**config.mk**
```make
export PLATFORM = sky130hd
export DESIGN_NAME = stim_port_override_select
export DESIGN_NICKNAME = d
export VERILOG_FILES = /design/src/common/override_pkg.sv /design/src/logic/stim_port_override_select.sv
export SDC_FILE = /design/constraint.sdc
export NUM_CORES = 1
export LEC_CHECK = 0
export BUFFER_PORTS_ARGS = -buffer_cell sky130_fd_sc_hd__buf_2
export CORE_MARGIN = 5
export CORE_UTILIZATION = 56
export DETAILED_ROUTE_END_ITERATION = 12
export PLACE_DENSITY = 0.94
export SLEW_MARGIN = 10
export SYNTH_ARGS = -nofsm -noshare
export SYNTH_HDL_FRONTEND = slang
export SYNTH_SLANG_ARGS = --single-unit
```
**constraint.sdc**
```tcl
create_clock -name clock -period 3.31 [get_ports clock]
set_clock_uncertainty 0.1 [all_clocks]
set_input_delay 0.1655 -clock clock [delete_from_list [all_inputs] [get_ports clock]]
set_output_delay 0.1655 -clock clock [all_outputs]
set_load 0.05 [all_outputs]
```
**src/common/override_pkg.sv**
```systemverilog
package override_pkg;

    localparam int SEL_W = 17;
    localparam int NUM_W = 16;

    // byte offsets of the two registers on the slave
    localparam logic [11:0] PORT_OVR_OFFSET   = 12'h0000;
    localparam logic [11:0] MASTER_OVR_OFFSET = 12'h0004;

    localparam int SEL_LSB  = 15;
    localparam int MODE_LSB = 0;
    localparam int MENA_LSB = 0;

    localparam logic [1:0]       MODE_RESET = 2'h0;
    localparam logic             MENA_RESET = 1'b0;
    localparam logic [SEL_W-1:0] SEL_RESET  = 17'h0_0000;

    localparam logic [1:0] AXI_OKAY   = 2'h0;
    localparam logic [1:0] AXI_SLVERR = 2'h2;

    typedef enum logic [1:0]
    {
        MODE_OFF,
        MODE_GUARANTEED,
        MODE_INVARIANT,
        MODE_RESERVED
    } override_mode_e;

    typedef struct packed
    {
        logic             valid;
        logic [NUM_W-1:0] port;
        logic [NUM_W-1:0] master;
        logic             guaranteed;
        logic             invariant;
    } sp_write_s;

endpackage

```
**src/logic/stim_port_override_select.sv**
```systemverilog
`timescale 1ns/1ps
// Summary of operation
// - modes one and two apply override only to ports chosen by the selection field
// - low zero bits are mask, then a one, upper bits give port prefix
// - five zeros then one picks 32 ports; only top bit picks all
// - mode zero disables override and ignores port selection
// - mode one makes selected-port writes guaranteed transactions
// - mode two makes selected writes invariant timing; mode three reserved
// - unselected ports pass through with their normal behaviour
// - master register holds master selection in upper bits, resets to zero
// - master enable clear at reset; override then applies to all masters
// - master enable set restricts override to selected masters
// - master selection uses the same mask-delimiter-prefix encoding
// - top-bit-only master selection picks all masters
// - with master selection, override needs both master and port selected
// - port register holds selection high, two-bit mode low, mode resets zero
module stim_port_override_select
    import override_pkg::*;
(
    input  wire logic        clock,
    input  wire logic        reset,
    input  wire logic [11:0] s_axi_awaddr,
    input  wire logic        s_axi_awvalid,
    output logic             s_axi_awready,
    input  wire logic [31:0] s_axi_wdata,
    input  wire logic [3:0]  s_axi_wstrb,
    input  wire logic        s_axi_wvalid,
    output logic             s_axi_wready,
    output logic [1:0]       s_axi_bresp,
    output logic             s_axi_bvalid,
    input  wire logic        s_axi_bready,
    input  wire logic [11:0] s_axi_araddr,
    input  wire logic        s_axi_arvalid,
    output logic             s_axi_arready,
    output logic [31:0]      s_axi_rdata,
    output logic [1:0]       s_axi_rresp,
    output logic             s_axi_rvalid,
    input  wire logic        s_axi_rready,
    input  wire sp_write_s   sp_in,
    output sp_write_s        sp_out
);

    // true when num lies in the block the mask-delimiter-prefix field names
    function automatic logic sel_match(input logic [SEL_W-1:0] sel,
                                       input logic [NUM_W-1:0] num);
        logic             hit;
        logic             found;
        logic [SEL_W-1:0] shifted;
        hit     = 1'b0;
        found   = 1'b0;
        shifted = {num, 1'b1};
        for (int n = 0; n < SEL_W; n++)
        begin
            // first one from the bottom is the delimiter; bits below ignored
            if (!found && sel[n])
            begin
                found = 1'b1;
                hit   = ((sel >> (n + 1))
                         == (shifted >> (n + 1)));
            end
        end
        return hit; // all-zero field never matches, undefined anyway
    endfunction

    logic [1:0]       mode_reg;
    logic [SEL_W-1:0] port_sel_reg;
    logic             mena_reg;
    logic [SEL_W-1:0] master_sel_reg;
    logic [11:0]      awaddr_reg;
    logic             aw_held_reg;
    logic [31:0]      wdata_reg;
    logic [3:0]       wstrb_reg;
    logic             w_held_reg;
    logic             awready_reg;
    logic             wready_reg;
    logic             bvalid_reg;
    logic [1:0]       bresp_reg;
    logic             arready_reg;
    logic             rvalid_reg;
    logic [31:0]      rdata_reg;
    logic [1:0]       rresp_reg;
    sp_write_s        sp_out_reg;

    wire aw_take = s_axi_awvalid && awready_reg;
    wire w_take  = s_axi_wvalid && wready_reg;
    wire ar_take = s_axi_arvalid && arready_reg;
    wire do_write = aw_held_reg && w_held_reg && !bvalid_reg;
    wire wr_port   = do_write && awaddr_reg[11:2] == PORT_OVR_OFFSET[11:2];
    wire wr_master = do_write && awaddr_reg[11:2] == MASTER_OVR_OFFSET[11:2];
    wire rd_port   = s_axi_araddr[11:2] == PORT_OVR_OFFSET[11:2];
    wire rd_master = s_axi_araddr[11:2] == MASTER_OVR_OFFSET[11:2];

    wire [31:0] port_word   = {port_sel_reg, 13'h0000, mode_reg};
    wire [31:0] master_word = {master_sel_reg, 14'h0000, mena_reg};
    wire [31:0] rd_word = rd_port ? port_word
                        : rd_master ? master_word : 32'h0000_0000;

    wire mode_on   = mode_reg == MODE_GUARANTEED || mode_reg == MODE_INVARIANT;
    wire port_hit  = sel_match(port_sel_reg, sp_in.port);
    wire mast_hit  = !mena_reg
                   || sel_match(master_sel_reg, sp_in.master);
    wire apply     = mode_on && port_hit && mast_hit;

    // byte lanes: high lanes carry the selection, lane 0 the mode bits or the master enable bit
    wire [31:0] wmask = {{8{wstrb_reg[3]}}, {8{wstrb_reg[2]}},
                         {8{wstrb_reg[1]}}, {8{wstrb_reg[0]}}};
    wire [31:0] port_new   = (port_word & ~wmask) | (wdata_reg & wmask);
    wire [31:0] master_new = (master_word & ~wmask) | (wdata_reg & wmask);

    sp_write_s sp_next;
    always_comb
    begin
        sp_next = sp_in;
        if (apply && mode_reg == MODE_GUARANTEED)
        begin
            sp_next.guaranteed = 1'b1;
            sp_next.invariant  = 1'b0;
        end
        if (apply && mode_reg == MODE_INVARIANT)
        begin
            sp_next.guaranteed = 1'b0;
            sp_next.invariant  = 1'b1;
        end
    end

    always_ff @(posedge clock)
    begin
        if (reset)
        begin
            mode_reg       <= MODE_RESET;
            mena_reg       <= MENA_RESET;
            port_sel_reg   <= SEL_RESET;
            master_sel_reg <= SEL_RESET;
        end
        else
        begin
            if (wr_port)
            begin
                mode_reg     <= port_new[MODE_LSB +: 2];
                port_sel_reg <= port_new[SEL_LSB +: SEL_W];
            end
            if (wr_master)
            begin
                mena_reg       <= master_new[MENA_LSB];
                master_sel_reg <= master_new[SEL_LSB +: SEL_W];
            end
        end
    end

    always_ff @(posedge clock)
    begin
        if (reset)
        begin
            aw_held_reg <= 1'b0;
            w_held_reg  <= 1'b0;
            awready_reg <= 1'b0;
            wready_reg  <= 1'b0;
            bvalid_reg  <= 1'b0;
            bresp_reg   <= AXI_OKAY;
            awaddr_reg  <= 12'h000;
            wdata_reg   <= 32'h0000_0000;
            wstrb_reg   <= 4'h0;
        end
        else
        begin
            awready_reg <= !aw_held_reg && !aw_take && !bvalid_reg;
            wready_reg  <= !w_held_reg && !w_take && !bvalid_reg;
            if (aw_take)
            begin
                aw_held_reg <= 1'b1;
                awaddr_reg  <= s_axi_awaddr;
            end
            if (w_take)
            begin
                w_held_reg <= 1'b1;
                wdata_reg  <= s_axi_wdata;
                wstrb_reg  <= s_axi_wstrb;
            end
            if (do_write)
            begin
                aw_held_reg <= 1'b0;
                w_held_reg  <= 1'b0;
                bvalid_reg  <= 1'b1;
                bresp_reg   <= (wr_port || wr_master) ? AXI_OKAY : AXI_SLVERR;
            end
            else if (bvalid_reg && s_axi_bready)
            begin
                bvalid_reg <= 1'b0;
            end
        end
    end

    always_ff @(posedge clock)
    begin
        if (reset)
        begin
            arready_reg <= 1'b0;
            rvalid_reg  <= 1'b0;
            rdata_reg   <= 32'h0000_0000;
            rresp_reg   <= AXI_OKAY;
        end
        else
        begin
            arready_reg <= !rvalid_reg && !ar_take;
            if (ar_take)
            begin
                rvalid_reg <= 1'b1;
                rdata_reg  <= rd_word;
                rresp_reg  <= (rd_port || rd_master) ? AXI_OKAY : AXI_SLVERR;
            end
            else if (rvalid_reg && s_axi_rready)
            begin
                rvalid_reg <= 1'b0;
            end
        end
    end

    // one register stage on the write path keeps every output a flop
    always_ff @(posedge clock)
    begin
        if (reset)
        begin
            sp_out_reg <= '0;
        end
        else
        begin
            sp_out_reg <= sp_next;
        end
    end

    assign s_axi_awready = awready_reg;
    assign s_axi_wready  = wready_reg;
    assign s_axi_bvalid  = bvalid_reg;
    assign s_axi_bresp   = bresp_reg;
    assign s_axi_arready = arready_reg;
    assign s_axi_rvalid  = rvalid_reg;
    assign s_axi_rdata   = rdata_reg;
    assign s_axi_rresp   = rresp_reg;
    assign sp_out        = sp_out_reg;

    property mode_off_pass;
        @(posedge clock) disable iff (reset)
        (mode_reg == MODE_OFF) |=> sp_out == $past(sp_in);
    endproperty
    mode_off_pass_a: assert property (mode_off_pass)
        else $error("override active while mode is off");

    unselected_pass_a: assert property (
        @(posedge clock) disable iff (reset)
        !port_hit |=> sp_out == $past(sp_in))
        else $error("unselected port altered");

    guaranteed_force_a: assert property (
        @(posedge clock) disable iff (reset)
        (sp_in.valid && mode_reg == MODE_GUARANTEED && port_hit && mast_hit)
        |=> sp_out.guaranteed && !sp_out.invariant)
        else $error("guaranteed override missing");

    invariant_force_a: assert property (
        @(posedge clock) disable iff (reset)
        (mode_reg == MODE_INVARIANT && port_hit && mast_hit)
        |=> sp_out.invariant && !sp_out.guaranteed)
        else $error("invariant override missing");

    master_gate_a: assert property (
        @(posedge clock) disable iff (reset)
        (mena_reg && !sel_match(master_sel_reg, sp_in.master))
        |=> sp_out == $past(sp_in))
        else $error("override on unselected master");

    master_all_a: assert property (
        @(posedge clock) disable iff (reset)
        (!mena_reg && mode_reg == MODE_GUARANTEED && port_hit)
        |=> sp_out.guaranteed)
        else $error("override blocked with master select off");

    reset_mode_a: assert property (
        @(posedge clock)
        reset |=> mode_reg == MODE_RESET && mena_reg == MENA_RESET)
        else $error("control bits not cleared by reset");

    all_ports_a: assert property (
        @(posedge clock) disable iff (reset)
        port_sel_reg == 17'h1_0000 |-> port_hit)
        else $error("all-port selection missed a port");

    write_resp_a: assert property (
        @(posedge clock) disable iff (reset)
        do_write |=> s_axi_bvalid)
        else $error("write response late");

    read_resp_a: assert property (
        @(posedge clock) disable iff (reset)
        ar_take |=> s_axi_rvalid && s_axi_rdata == $past(rd_word))
        else $error("read data wrong");

    cov_guar_c: cover property (@(posedge clock) disable iff (reset)
        sp_out.valid && sp_out.guaranteed && mode_reg == MODE_GUARANTEED);
    cov_inv_c: cover property (@(posedge clock) disable iff (reset)
        apply && mode_reg == MODE_INVARIANT);
    cov_mast_c: cover property (@(posedge clock) disable iff (reset)
        mena_reg && apply);
    cov_write_c: cover property (@(posedge clock) disable iff (reset)
        wr_port ##[1:20] wr_master);

endmodule

```
==> flow_summary.json <==
{
  "powerDensity_nw_per_um2": 501.7,
  "ios": 178,
  "syn2layout_area_growth_pct": 33.26,
  "nets": 1010,
  "clkPwrFrac": 0.462,
  "port_buffers": 145,
  "finalSetupTns_ns": 0,
  "p_comb_frac": 0.115,
  "hpwlAfterDp_mm": 10.43,
  "min_path_type": "input port to flip-flop",
  "die_x_um": 113.0,
  "maxCapViolations": 0,
  "ant_nets": 0,
  "end_kind": "flip-flop",
  "cts_root_buf": "clkbuf_8",
  "rsz0062_at_grt": "no",
  "p_int_w": 0.002949,
  "fin_area_um2": 7916,
  "rows": 37,
  "maxSlewHeadroom": 0.3646,
  "layout_commonest_cell": "buf_2",
  "setup_viol": 0,
  "gp_congestion": 0.8697,
  "antenna_found_initial": 0,
  "detail_route.wirelength_mm": 17.72,
  "tritoncts": "yes",
  "drt_pass1_iterations": 5,
  "grt_usage": 0.2787,
  "tightest_slew_ns": 0.9504,
  "globalRoute.totalOverflow": 0,
  "die_h_um": 113.0,
  "synth_seq_cells": 133,
  "vias": 5909,
  "cts_resized": 0,
  "path_clk_slew_ns": 0.06,
  "sequentialPowerShare": 0.424,
  "drt-initial-drc-count": 616,
  "clkSinkCount": 133,
  "fin_cells": 1055,
  "ys_types": 65,
  "cts_buffer_depth": 2,
  "min_period_ns": 2.690,
  "p_sw_frac": 0.2575,
  "mostFrequentLayoutCells": "buf_2 (144), dfxtp_1 (133), nand2_1 (106)",
  "synth_warnings": 0,
  "syn_area_um2": 5941,
  "grt_pass1_wl_mm": 28.79,
  "async_flop_share": 0,
  "status": "completed",
  "criticalPathCategory": "flip-flop to flip-flop",
  "drc": 0,
  "multiInputGateArea_um2": 2978,
  "final_hold_viol_count": 0,
  "period_share": 0.8127,
  "dpl_cell_area_um2": 6621,
  "regArea_um2": 2663,
  "die_area_um2": 12770,
  "wl_per_cell_um": 16.79,
  "viasPerCell": 5.601,
  "critPathLaunchType": "flip-flop",
  "path_max_fanout": 8,
  "htreeDepth": 4,
  "drive_gt1_frac": 0.2057,
  "start_util": 0.5754,
  "cts_made_buffers": 17,
  "grt_pass1_vias": 6099,
  "yosysSeqAreaShare": 0.4482,
  "insertion_delay_ns": 0.53,
  "crit_arrival_ns": 2.97,
  "synth_edf_count": 0,
  "fillers": 647,
  "syn_avg_cell_area_um2": 8.320,
  "synth_cells": 714,
  "leakage_nw": 3.276,
  "slew_violations": 0,
  "power_switching_w": 0.001023,
  "ir_worst_vdd_mv": 0.3262,
  "grt_max_degree": 73,
  "synth_flop_cell": "dfxtp_1",
  "fmax_mhz": 371.7,
  "dp_cells": 952,
  "final_util": 0.7668,
  "cp.required_ns": 3.59,
  "n_antenna_cell": 0,
  "fp.coreArea_um2": 10320
}
==> final timing paths <==
kind                            cells past startpoint  slack, ns             to          start
worst max register to register                      6       0.62      flip-flop  awaddr_reg[3]
worst min register to register                      1       0.36  s_axi_arready   s_axi_rvalid
worst max-delay path                                6       0.62      flip-flop  awaddr_reg[3]
worst min-delay path                                2       0.07     sp_out[13]          reset
==> per-stage QoR <==
stage                     setup WS, ns  power, W  hold slack, ns
after detailed placement        0.7327  0.002092          0.2836
final                           0.6199  0.003972         0.06942
after global placement          0.8180  0.002084          0.2794
after floorplan                  1.090  0.001986          0.1693
after CTS                       0.6209  0.003962         0.06196
after global routing            0.4860  0.004093          0.1035
==> metal layers <==
metal | global-route usage | part of all wire | up-vias | wire [um]
met5 | 0 | 0 | - | 0
met4 | 0.1386 | 0.040 | 0 | 710
met3 | 0.08235 | 0.093 | 74 | 1639
met2 | 0.4743 | 0.49 | 323 | 8669
met1 | 0.3182 | 0.38 | 2742 | 6697
li1 | - | - | 2770 | -
==> critical path, stage by stage (launching register included) <==
cell	delay [ns]
dfxtp_1	0.31
or4_1	0.52
nor4_1	0.45
and2b_1	0.30
and2_1	0.49
mux2i_1	0.30
nor2_1	0.08
==> cell type report <==
class                           instances  area share
Sequential cell                       133      0.3363
Inverter                               14    0.006638
Clock buffer                           21     0.05801
Clock inverter                         11     0.01581
Timing Repair Buffer                  220      0.1856
Tap cell                              136     0.02150
Multi-Input combinational cell        520      0.3762
==> cells by family (layout without fill, tap and decap cells) <==
group                    count (synthesis)  in the layout  synth area share
AND/OR/NAND/NOR                        302            302            0.2424
flip-flops                             133            133            0.4482
AO/OA/AOI/OAI                          132            132            0.1356
buffers and inverters                   75            266           0.05939
multiplexers                            37             37           0.06234
XOR/XNOR                                32             32           0.04718
adder cells (fa/ha/maj)                  2              2          0.004212
other                                    1             15         0.0006312
==> what timing repair did <==
item                      CTS  global route
setup buffers               0             0
hold endpoints to repair   72             0
hold buffers               71             0
==> power by group through the flow <==
stage	sequential [W]	combinational (W)	clock, W
floorplan	0.00181	0.000179	0
global placement	0.00171	0.000372	0
detailed placement	0.00171	0.000377	0
CTS	0.00168	0.000446	0.00184
global route	0.00169	0.000487	0.00192
finish	0.00168	0.000456	0.00183
==> synthesized netlist by cell type (3+ instances only) <==
cell type / n / area share
nor2b_1: 38 / 0.040
o21bai_1: 3 / 0.0038
buf_1: 4 / 0.0025
buf_2: 6 / 0.0051
a211oi_1: 3 / 0.0038
buf_4: 17 / 0.021
a21oi_1: 85 / 0.072
o21ai_0: 7 / 0.0059
clkbuf_1: 34 / 0.021
nor4_1: 5 / 0.0053
nand3_1: 23 / 0.019
inv_1: 13 / 0.0082
nor2_1: 77 / 0.049
a211o_1: 3 / 0.0044
mux2i_1: 37 / 0.062
nand4_1: 4 / 0.0042
nor3_1: 17 / 0.014
dfxtp_1: 133 / 0.45
xnor2_1: 19 / 0.028
o31ai_1: 3 / 0.0038
and2_1: 6 / 0.0063
nand2_1: 106 / 0.067
nor3b_1: 3 / 0.0038
xor2_1: 13 / 0.019
nand2b_1: 6 / 0.0063
Power figures use the tool's default switching activity.
